`src/core/rdsg_pkg.sv`:
```
// rdsg_pkg: constants shared by the row driver shift-gate block
// assumes a 32-bit AHB-Lite slave view and a 250 MHz hclk
package rdsg_pkg;
    localparam int unsigned ROWS_DFLT   = 32;
    localparam int unsigned FIFO_DEPTH  = 8;
    localparam int unsigned FIFO_WIDTH  = 32;
    localparam logic [7:0]  OFS_CTRL    = 8'h00;
    localparam logic [7:0]  OFS_STATUS  = 8'h04;
    localparam logic [7:0]  OFS_DATA    = 8'h08;
    localparam logic [7:0]  OFS_STAGES  = 8'h0C;
    localparam logic [7:0]  OFS_ROWS    = 8'h10;
    localparam int unsigned CTRL_ENABLE = 0;
    localparam int unsigned CTRL_FORCEN = 1;
    localparam int unsigned CTRL_SERIN  = 2;
    localparam int unsigned CTRL_CLK    = 3;
    localparam logic [31:0] CTRL_RESET  = 32'h0000_0002;
    localparam logic [1:0]  HTRANS_NSEQ = 2'h2;
    localparam logic [5:0]  BITS_PER_WORD = 6'h20;
    typedef enum logic [1:0] {
        RDSG_IDLE  = 2'b00,
        RDSG_LOW   = 2'b01,
        RDSG_HIGH  = 2'b10
    } rdsg_state_e;
endpackage : rdsg_pkg

```
`src/core/rdsg_fifo_if.sv`:
```
// rdsg_fifo_if: valid/ready word stream between the bus slave and the fifo
// assumes one clock shared by both ends
`timescale 1ns/1ps
interface rdsg_fifo_if #(parameter int W = 32);
    logic         valid;
    logic         ready;
    logic [W-1:0] data;
    modport src (output valid, output data, input ready);
    modport snk (input valid, input data, output ready);
endinterface : rdsg_fifo_if

```
`src/core/rdsg_fifo.sv`:
```
// rdsg_fifo: synchronous fifo, width and depth as parameters
// assumes depth is a power of two
`timescale 1ns/1ps
module rdsg_fifo #(
    parameter int W     = 32,
    parameter int DEPTH = 8
) (
    input  wire logic   hclk,
    input  wire logic   hresetn,
    rdsg_fifo_if.snk    wr,
    rdsg_fifo_if.src    rd,
    output logic [$clog2(DEPTH):0] level
);
    localparam int AW = $clog2(DEPTH);
    logic [W-1:0] mem [DEPTH];
    logic [AW:0]  wp, rp, next_wp, next_rp;
    logic         full, empty, push, pop;

    assign full     = (wp[AW] != rp[AW]) && (wp[AW-1:0] == rp[AW-1:0]);
    assign empty    = (wp == rp);
    assign wr.ready = !full;
    assign rd.valid = !empty;
    assign rd.data  = mem[rp[AW-1:0]];
    assign push     = wr.valid && !full;
    assign pop      = rd.ready && !empty;
    assign level    = wp - rp;

    always_comb begin
        next_wp = push ? wp + 1'b1 : wp;
        next_rp = pop ? rp + 1'b1 : rp;
    end

    always_ff @(posedge hclk or negedge hresetn) begin
        if (!hresetn) begin
            wp <= '0;
            rp <= '0;
        end else begin
            wp <= next_wp;
            rp <= next_rp;
        end
    end

    always_ff @(posedge hclk) begin
        if (push) begin
            mem[wp[AW-1:0]] <= wr.data;
        end
    end
endmodule : rdsg_fifo

```
`src/core/rdsg_top.sv`:
```
// rdsg_top: 32-stage serial shift register with per-row gating and cascade out
// assumes an AHB-Lite master on hclk; the serial clock is a synchronous input
//
// The AHB-Lite register port and the register addresses were left to the implementer.
`timescale 1ns/1ps
// How it works
// - 32 stages shift only on a falling edge of the serial clock.
// - first stage takes serial in, each later stage takes its predecessor.
// - each row equals stage AND enable AND ctrl CTRL_ENABLE, ORed with inverted (force_all_on_n AND ctrl CTRL_FORCEN).
// - force high with CTRL_FORCEN set: row on only with enable and CTRL_ENABLE high and its stage one.
// - force_all_on_n low turns every row on.
// - cascade output is the last stage, independent of enable and force.
// - cascade out can feed the next device's serial in on the shared edge.
// - build option reverses row output order; shifting and gating unchanged.
module rdsg_top
    import rdsg_pkg::*;
#(
    parameter int ROWS    = rdsg_pkg::ROWS_DFLT,
    parameter bit REVERSE = 1'b0
) (
    input  wire logic              hclk,
    input  wire logic              hresetn,
    input  wire logic              hsel,
    input  wire logic [31:0]       haddr,
    input  wire logic [1:0]        htrans,
    input  wire logic              hwrite,
    input  wire logic [2:0]        hsize,
    input  wire logic [31:0]       hwdata,
    input  wire logic              hready,
    output logic      [31:0]       hrdata,
    output logic                   hreadyout,
    output logic                   hresp,
    input  wire logic              serial_clk,
    input  wire logic              serial_in,
    input  wire logic              enable,
    input  wire logic              force_all_on_n,
    output logic                   serial_out,
    output logic      [ROWS-1:0]   row_outputs
);
    import rdsg_pkg::*;

    // ---------------- bus slave ----------------
    logic        ap_wr, ap_rd, next_ap_wr, next_ap_rd;
    logic [7:0]  ap_addr, next_ap_addr;
    logic [31:0] ctrl, next_ctrl;
    logic [31:0] next_hrdata;
    logic        take;

    rdsg_fifo_if #(.W(FIFO_WIDTH)) fin ();
    rdsg_fifo_if #(.W(FIFO_WIDTH)) fout ();
    logic [$clog2(FIFO_DEPTH):0] fifo_level;

    rdsg_fifo #(.W(FIFO_WIDTH), .DEPTH(FIFO_DEPTH)) u_fifo (
        .hclk    (hclk),
        .hresetn (hresetn),
        .wr      (fin),
        .rd      (fout),
        .level   (fifo_level)
    );

    // data phase of a write aimed at the fifo port
    function automatic logic data_phase_wr(input logic wr, input logic [7:0] a);
        return wr && (a == OFS_DATA);
    endfunction : data_phase_wr

    assign take = hsel && hready && (htrans == HTRANS_NSEQ);
    // a data write to a full fifo waits in its data phase: back-pressure to the bus
    assign hreadyout = !(data_phase_wr(ap_wr, ap_addr) && !fin.ready);
    assign hresp     = 1'b0;
    assign fin.valid = data_phase_wr(ap_wr, ap_addr);
    assign fin.data  = hwdata;

    // ---------------- shift core ----------------
    logic [ROWS-1:0] shift_stages, next_stages;
    logic            clk_q, next_clk_q;
    logic            fall;
    logic [31:0]     word, next_word;
    logic [5:0]      bits_left, next_bits_left;
    rdsg_state_e     st, next_st;
    logic            sw_clk, sw_din;

    // the serial clock is sampled; a falling edge is a high sample then a low one
    assign fall = clk_q && !sw_clk;

    always_comb begin
        next_ap_wr   = ap_wr;
        next_ap_rd   = ap_rd;
        next_ap_addr = ap_addr;
        next_ctrl    = ctrl;
        next_hrdata  = hrdata;
        if (hreadyout) begin
            next_ap_wr   = take && hwrite;
            next_ap_rd   = take && !hwrite;
            next_ap_addr = haddr[7:0];
            if (ap_wr && ap_addr == OFS_CTRL) begin
                next_ctrl = hwdata;
            end
        end
        if (take && !hwrite) begin
            case (haddr[7:0])
                // a read right behind a ctrl write sees the value being written
                OFS_CTRL:   next_hrdata = next_ctrl;
                OFS_STATUS: next_hrdata = {24'h000000, 1'b0, fifo_level[3:0],
                                           1'b0, st};
                OFS_STAGES: next_hrdata = 32'(shift_stages);
                OFS_ROWS:   next_hrdata = 32'(row_outputs);
                default:    next_hrdata = 32'h0000_0000;
            endcase
        end
    end

    always_ff @(posedge hclk or negedge hresetn) begin
        if (!hresetn) begin
            ap_wr   <= 1'b0;
            ap_rd   <= 1'b0;
            ap_addr <= 8'h00;
            ctrl    <= CTRL_RESET;
            hrdata  <= 32'h0000_0000;
        end else begin
            ap_wr   <= next_ap_wr;
            ap_rd   <= next_ap_rd;
            ap_addr <= next_ap_addr;
            ctrl    <= next_ctrl;
            hrdata  <= next_hrdata;
        end
    end

    // fifo words are played out msb first as falling edges of an internal clock
    always_comb begin
        next_st        = st;
        next_word      = word;
        next_bits_left = bits_left;
        fout.ready     = 1'b0;
        case (st)
            RDSG_IDLE: begin
                if (fout.valid) begin
                    fout.ready     = 1'b1;
                    next_word      = fout.data;
                    next_bits_left = BITS_PER_WORD;
                    next_st        = RDSG_HIGH;
                end
            end
            RDSG_HIGH: next_st = RDSG_LOW;
            RDSG_LOW: begin
                next_word      = {word[30:0], 1'b0};
                next_bits_left = bits_left - 6'h01;
                next_st        = (bits_left == 6'h01) ? RDSG_IDLE : RDSG_HIGH;
            end
            default: next_st = RDSG_IDLE;
        endcase
    end

    always_comb begin
        // fifo playback takes the serial lines while busy, else the pins and ctrl bits
        if (st != RDSG_IDLE) begin
            sw_clk = (st == RDSG_HIGH);
            sw_din = word[31];
        end else begin
            sw_clk = serial_clk | ctrl[CTRL_CLK];
            sw_din = serial_in | ctrl[CTRL_SERIN];
        end
        next_clk_q  = sw_clk;
        next_stages = shift_stages;
        if (fall) begin
            next_stages = {shift_stages[ROWS-2:0], sw_din};
        end
    end

    always_ff @(posedge hclk or negedge hresetn) begin
        if (!hresetn) begin
            st        <= RDSG_IDLE;
            word      <= 32'h0000_0000;
            bits_left <= 6'h00;
            clk_q     <= 1'b0;
        end else begin
            st        <= next_st;
            word      <= next_word;
            bits_left <= next_bits_left;
            clk_q     <= next_clk_q;
        end
    end

    // stages carry no reset, as the device itself has none
    always_ff @(posedge hclk) begin
        shift_stages <= next_stages;
    end

    // ---------------- gating ----------------
    logic            en_eff, force_n_eff;
    logic [ROWS-1:0] gated;

    assign en_eff      = enable & ctrl[CTRL_ENABLE];
    assign force_n_eff = force_all_on_n & ctrl[CTRL_FORCEN];
    assign gated       = (shift_stages & {ROWS{en_eff}}) | {ROWS{!force_n_eff}};

    always_comb begin
        for (int i = 0; i < ROWS; i++) begin
            row_outputs[i] = REVERSE ? gated[ROWS-1-i] : gated[i];
        end
    end

    assign serial_out = shift_stages[ROWS-1];

    // ---------------- checks ----------------
    // stages are undefined until a full word has gone in, so stage checks other than chk_shift_in and chk_row_follow wait for that
    localparam int FILL_W      = $clog2(ROWS) + 1;
    // one word: the pop cycle, then a high and a low cycle per bit
    localparam int PLAY_CYCLES = 2 * int'(BITS_PER_WORD) + 1;
    // a stalled write waits at most for the word in playback to finish
    localparam int STALL_MAX   = PLAY_CYCLES;
    logic [FILL_W-1:0] fill_cnt, next_fill_cnt;
    logic              filled;

    assign filled = (fill_cnt == FILL_W'(ROWS));

    always_comb begin
        next_fill_cnt = fill_cnt;
        if (fall && !filled) begin
            next_fill_cnt = fill_cnt + 1'b1;
        end
    end

    always_ff @(posedge hclk or negedge hresetn) begin
        if (!hresetn) begin
            fill_cnt <= '0;
        end else begin
            fill_cnt <= next_fill_cnt;
        end
    end

    chk_force_all_on: assert property (@(posedge hclk) disable iff (!hresetn)
        !force_n_eff |-> &row_outputs)
        else $error("force low but a row is off");
    chk_enable_off: assert property (@(posedge hclk) disable iff (!hresetn)
        (force_n_eff && !en_eff) |-> (row_outputs == '0))
        else $error("enable low but a row is on");
    chk_row_follow: assert property (@(posedge hclk) disable iff (!hresetn)
        (force_n_eff && en_eff) |->
        (REVERSE ? ((row_outputs[0] == shift_stages[ROWS-1]) &&
                    (row_outputs[ROWS-1] == shift_stages[0]))
                 : (row_outputs == shift_stages)))
        else $error("row does not follow its stage");
    chk_hold_stages: assert property (@(posedge hclk) disable iff (!hresetn)
        (filled && !fall) |=> $stable(shift_stages))
        else $error("stages changed without a falling edge");
    chk_shift_in: assert property (@(posedge hclk) disable iff (!hresetn)
        fall |=> shift_stages[0] == $past(sw_din))
        else $error("first stage missed serial in");
    chk_shift_move: assert property (@(posedge hclk) disable iff (!hresetn)
        (filled && fall) |=> shift_stages[ROWS-1:1] == $past(shift_stages[ROWS-2:0]))
        else $error("stages did not move by one");
    chk_cascade_out: assert property (@(posedge hclk) disable iff (!hresetn)
        (filled && fall) |=> serial_out == $past(shift_stages[ROWS-2]))
        else $error("cascade out is not last stage");
    chk_cascade_still: assert property (@(posedge hclk) disable iff (!hresetn)
        (filled && $changed(serial_out)) |-> $past(fall))
        else $error("cascade out moved without a shift");
    chk_play_word: assert property (@(posedge hclk) disable iff (!hresetn)
        (st == RDSG_IDLE && fout.valid) |-> ##PLAY_CYCLES (st == RDSG_IDLE))
        else $error("fifo word did not take 32 shifts");
    chk_bits_live: assert property (@(posedge hclk) disable iff (!hresetn)
        (st != RDSG_IDLE) |-> (bits_left != 6'h00))
        else $error("playback running with no bits left");
    chk_ctrl_write: assert property (@(posedge hclk) disable iff (!hresetn)
        (ap_wr && (ap_addr == OFS_CTRL)) |=> (ctrl == $past(hwdata)))
        else $error("ctrl write did not land");
    chk_read_stages: assert property (@(posedge hclk) disable iff (!hresetn)
        (filled && take && !hwrite && (haddr[7:0] == OFS_STAGES)) |=>
        (hrdata == $past(32'(shift_stages))))
        else $error("stage read returned a wrong word");
    chk_stall_full: assert property (@(posedge hclk) disable iff (!hresetn)
        !hreadyout |-> (fifo_level == FIFO_DEPTH))
        else $error("bus stalled with fifo not full");
    chk_stall_bound: assert property (@(posedge hclk) disable iff (!hresetn)
        !hreadyout |-> ##[1:STALL_MAX] hreadyout)
        else $error("bus stall outlasted one word of playback");
endmodule : rdsg_top

```
`config.mk`:
```
export PLATFORM = sky130hd
export DESIGN_NAME = rdsg_top
export DESIGN_NICKNAME = d
export VERILOG_FILES = /design/src/core/rdsg_pkg.sv /design/src/core/rdsg_fifo_if.sv /design/src/core/rdsg_fifo.sv /design/src/core/rdsg_top.sv
export SDC_FILE = /design/constraint.sdc
export NUM_CORES = 1
export LEC_CHECK = 0
export BUFFER_PORTS_ARGS = -buffer_cell sky130_fd_sc_hd__buf_4
export CAP_MARGIN = 20
export CORE_ASPECT_RATIO = 1.2
export CORE_MARGIN = 2
export CORE_UTILIZATION = 43
export DETAILED_ROUTE_END_ITERATION = 10
export PLACE_DENSITY = 0.58
export RECOVER_POWER = 25
export REMOVE_ABC_BUFFERS = 1
export SYNTH_ARGS = -nofsm -noshare
export SYNTH_HDL_FRONTEND = slang
export SYNTH_SLANG_ARGS = --single-unit
```
`constraint.sdc`:
```
create_clock -name hclk -period 9.5 [get_ports hclk]
set_clock_uncertainty 0.15 [all_clocks]
set_input_delay 1.425 -clock hclk [delete_from_list [all_inputs] [get_ports hclk]]
set_output_delay 1.425 -clock hclk [all_outputs]
set_load 0.05 [all_outputs]
```
# After elaboration in Yosys (flattened, before gate mapping)
# Memories as Yosys holds them, arrays and structs flattened.
# Index checks and enable logic that the tools add are counted.
[op_classes] n_addsub=4 eq_ne=12 n_mux=16 bitwise_logic=6 n_reduce_logical=23
[ops] op="32-bit one-hot mux with 4 select lines" count=1
[ops] op="32-bit 2-to-1 mux" count=3
[ops] op="32-bit one-hot mux with 2 select lines" count=1
[ops] op="32-bit AND" count=1
[ops] op="32-bit bitwise OR" count=1
[ops] op="8-bit by 4-bit == test with 1-bit output, second input constant" count=2
[ops] op="8-bit zero test" count=2
[ops] op="6-bit one-hot mux with 2 select lines" count=1
[ops] op="1-bit logical AND" count=11
[ops] op="4-bit by 1-bit adder with 4-bit output, second input constant" count=2
[ops] op="8-bit by 3-bit == test with 1-bit output, second input constant" count=1
[ops] op="8-bit by 5-bit == test with 1-bit output, second input constant" count=1
[ops] op="6-bit by 1-bit == test with 1-bit output, second input constant" count=1
[ops] op="1-bit zero test" count=6
[ops] op="1-bit 2-to-1 mux" count=6
[ops] op="6-bit 2-to-1 mux" count=1
[ops] op="2-bit one-hot mux with 3 select lines" count=1
[ops] op="6-bit by 1-bit subtractor with 6-bit output, second input constant" count=1
[ops] op="2-bit == test, second input constant" count=2
[ops] op="4-bit == test" count=1
[ops] op="2-bit 2-to-1 mux" count=2
[ops] op="2-bit nonzero test" count=2
[ops] op="4-bit subtractor" count=1
[ops] op="3-bit == test" count=1
[ops] op="other kinds (7)" count=9
[totals] reg_bits=154 ramBits=256 inputBits=78 output_inout_bits=67 elab_cells=73 mem_count=1
[memory_table] memory="u_fifo.mem" depth=8 word_bits=32 rd=1 rd_ports_with_merged_regs=0 write_ports=1 line="rdsg_fifo.sv:15" source="logic [W-1:0] mem [DEPTH];"

# Longest topological paths before layout
[logic_depth] ltp_word=6 depth_mapped=10 mapped_depth_nobuf=8

# By module
# From an unflattened synthesis, not the netlist that was laid out.
[unflattened] hier_cells=1079 hier_area_um2=16548.4
[modules_own_cells] module="rdsg_fifo" instances=1 cells_each=493 area_each_um2=10153.5 seq_area_each_um2=7887.6
[modules_own_cells] module="rdsg_top" instances=1 cells_each=586 area_each_um2=6394.9 seq_area_each_um2=3814.9

# Worst setup path before layout
# No wires, ideal clock.
[synth_timing] path_type="flip-flop to flip-flop" startpoint="register u_fifo.rp[1]" endpoint="memory u_fifo.mem[0][0], enable pin" setup_ns=0.461 arrival_ns=4.572 required_ns=8.889 setup_slack_ns=4.317 path_stages_with_launch=9 n_path_buf=2 synth_period_minus_slack_ns=5.183 cell_sequence="dfrtp_1 clkbuf_1 buf_1 inv_1 ha_1 and3_1 a2111oi_4 nand2b_1 nor3_1"
[synth_between] elab_chain_len=6
[synth_lines] element="start: declaration" line="rdsg_fifo.sv:16" source="logic [AW:0] wp, rp, next_wp, next_rp;"
[synth_lines] element="start signal: assignment" line="rdsg_fifo.sv:39" source="rp <= next_rp;"
[synth_lines] element="3-bit == test" line="rdsg_fifo.sv:19" source="assign full = (wp[AW] != rp[AW]) && (wp[AW-1:0] == rp[AW-1:0]);"
[synth_lines] element="1-bit logical AND" line="rdsg_fifo.sv:19"
[synth_lines] element="1-bit zero test"
[synth_lines] element="1-bit logical AND" line="rdsg_fifo.sv:24" source="assign push = wr.valid && !full;"
[synth_lines] element="1-bit 2-to-1 mux" line="rdsg_fifo.sv:44" source="if (push) begin"
[synth_lines] element="1-bit 2-to-1 mux (not written as such)" line="rdsg_fifo.sv:45" source="mem[wp[AW-1:0]] <= wr.data;"
[synth_lines] element="end: declaration" line="rdsg_fifo.sv:15"
# Every way passes these cells.

# Worst setup path in the final report
[layout_timing] startpoint="register u_fifo.rp[0]" endpoint="output port hreadyout"
[layout_between] elab_chain_len=4
[layout_lines] element="3-bit == test" line="rdsg_fifo.sv:19"
[layout_lines] element="1-bit logical AND" line="rdsg_fifo.sv:19"
[layout_lines] element="1-bit logical AND" line="rdsg_top.sv:68" source="assign hreadyout = !(data_phase_wr(ap_wr, ap_addr) && !fin.ready);"
[layout_lines] element="1-bit zero test" line="rdsg_top.sv:68"
[layout_lines] element="end: declaration" line="rdsg_top.sv:31" source="output logic hreadyout,"
# Every way passes these cells.

==> impl_metrics.ini <==
[global_routing]
antenna_found_initial = 0
grt_pass1_wl_um = 58700
grt-ovfl-total = 0
grt_pass1_vias = 9479
grt.total_usage = 0.199
grt_max_degree = 68

[sta]
relSlewSlack = 0.287
hold_viol = 0
tightest_slew_ns = 1.07
grt_setup_unrepaired = no
tns_ns = 0
setup_viol_count_final = 0
fin_crit_ns = 4.49
slew_viol_final = 0
period_share = 0.472
fmax_mhz = 223

[placement]
dp.cells = 1505
place.gp.congestion = 0.723
portBuffers = 116
dp_hpwl_um = 21800

[die]
die_w_um = 182
core_um2 = 37600
die_area_um2 = 39500
num_rows = 78
start_util = 0.434
die_h_um = 217
top_level_ports = 145

[hold_path]
min_path_type = reg -> reg
hp-start = shift_stages[10]$_DFFE_PP_

[finish]
diodes = 0
drive_gt1_frac = 0.258
mostFrequentLayoutCells = 288 x edfxtp_1, 119 x dfrtp_1, 106 x buf_4
nets = 1157
layoutNonFillerInstCount = 1584
syn2layout_area_growth_pct = 17.3
mostFrequentLayoutCell = edfxtp_1

[pwr]
ir_worst_vdd_mv = 0.134
power.density_nw_per_um2 = 257
power.leakage_nw = 7.09

[setup_path]
worstPathCellList = ha_1, and3_1, nand2_1, nor4_2, inv_1, buf_4
critPathMaxFanout = 23
cp.arrival_ns = 2.91
r2r_start = u_fifo.rp[0]$_DFFE_PN0P_
slowest_stage = dfrtp_4
endpoint_kind = output pin
start_kind = flip-flop
slowest_delay_ns = 0.67
cp_data_required_time_ns = 7.93
worst-setup-path-type = reg -> out
startpoint = u_fifo.rp[0]$_DFFE_PN0P_

[synthesis]
synth_cell_types = 55
yosysTopAreaCell = edfxtp_1
yosys.area.top_type_share = 0.531
async_flop_share = 0.298
avgSynthCellArea_um2 = 17.2
ys_warn_count = 0
seq_area_frac_synth = 0.718
synthTopCellsByArea = edfxtp_1 53%, dfrtp_1 19%, mux4_2 8.8%
syn-cell-area_um2 = 16300
synth-edff-count = 288
synthCells = 945
synth_seq_cells = 410
synth_ff_type = edfxtp_1

[route]
drc_errors = 0
drt-initial-drc-count = 802
ant_nets = 0
viasPerCell = 5.64
vias = 8941
drtPass1Iterations = 6
wl_per_cell_um = 24.3
wl_um = 38500

[clock_network]
clk_latency_ns = 0.54
hold_buffers = 0
cts_tree = built
post_cts_buffers = 0
clk_pin_slew_ns = 0.06
cts-htree-levels = 2
clockBufferDepth = 3
cts_buffers = 41
ctsResizeCount = 0
clkSinkCount = 410
root_buffer = clkbuf_16

[status]
status = finished, final reports clean

[run]
max_cap_violations = 0
## power breakdown
group	internal, W	switching (W)
Sequential	0.00210	0.000151
Clock	0.000999	0.000674
Combinational	0.000448	0.000535
## cell usage after synthesis, types with 17 or more instances
cell,n
a22oi_1,45
mux2_2,21
nand2_1,18
nor2b_1,23
mux2i_1,36
inv_1,44
a21oi_1,37
dfrtp_1,121
a222oi_1,17
o21ai_0,53
clkbuf_1,36
edfxtp_1,288
mux4_2,64
## path summary, 6_finish.rpt
kind                                          endpoint  slack [ns]  depth (start not counted)
setup / recovery                             hreadyout        5.01                          6
hold / removal              shift_stages[11]$_DFFE_PP_        0.33                          0
max in group asynchronous       hrdata[21]$_DFFE_PN0P_        7.15                          2
hold reg to reg             shift_stages[11]$_DFFE_PP_        0.33                          0
setup reg to reg           u_fifo.mem[4][18]$_DFFE_PP_        5.54                          6
min in group asynchronous           ctrl[28]$_DFF_PN0_        0.73                          1
## metrics by stage
step                      utilization  worst slack, ns  power, W  hold slack (ns)  instance area [µm²]
after floorplan                     -             2.68   0.00297            0.288                16100
final                           0.509             5.01   0.00491            0.329                19100
after CTS                       0.510             4.93   0.00496            0.329                19100
after detailed placement        0.472             4.64   0.00328            0.315                17700
after global routing            0.509             4.78   0.00515            0.349                19100
after global placement          0.472             4.71   0.00326            0.301                17700
## sequential cells by signal, summed over array words and instances, names as in the netlist
signal / flops
ap_addr: 8
clk_q: 1
word: 32
st: 2
bits_left: 6
u_fifo.mem: 256
u_fifo.rp: 4
ap_wr: 1
ctrl: 32
u_fifo.wp: 4
hrdata: 32
shift_stages: 32
## cells by family after synthesis
| group | Yosys count | synth area share |
|---|---|---|
| AOI/OAI and AO/OA | 192 | 0.0799 |
| muxes | 132 | 0.133 |
| and+or+nand+nor | 93 | 0.0317 |
| adders and majority gates | 8 | 0.00660 |
| xor gates and xnor gates | 10 | 0.00537 |
| other | 1 | 0.000230 |
| buffers and inverters | 99 | 0.0254 |
| DFF | 410 | 0.718 |
## critical path, delay by kind of cell, from the launching register on
kind                       cells  cell delay (ns)
adders and majority gates      1             0.39
DFF                            1             0.67
and+or+nand+nor                3             0.94
buffers and inverters          2             0.35
## area by class of cell
class                           instances  area (µm²)
Clock buffer                           55        1160
Clock inverter                         21         240
Fill cell                            3118       18500
Inverter                               45         169
Multi-Input combinational cell        436        4260
Sequential cell                       410       11700
Tap cell                              480         601
Timing Repair Buffer                  137         976
## routing by layer
metal,wire length [µm],track usage,vias to the layer above,part of all wire
met2,19300,0.341,259,0.50
li1,-,-,3976,-
met5,0,0,-,0
met1,16700,0.274,4670,0.43
met3,1950,0.0274,36,0.051
met4,502,0.0447,0,0.013
Note: power is estimated with default switching activity, not from simulation.
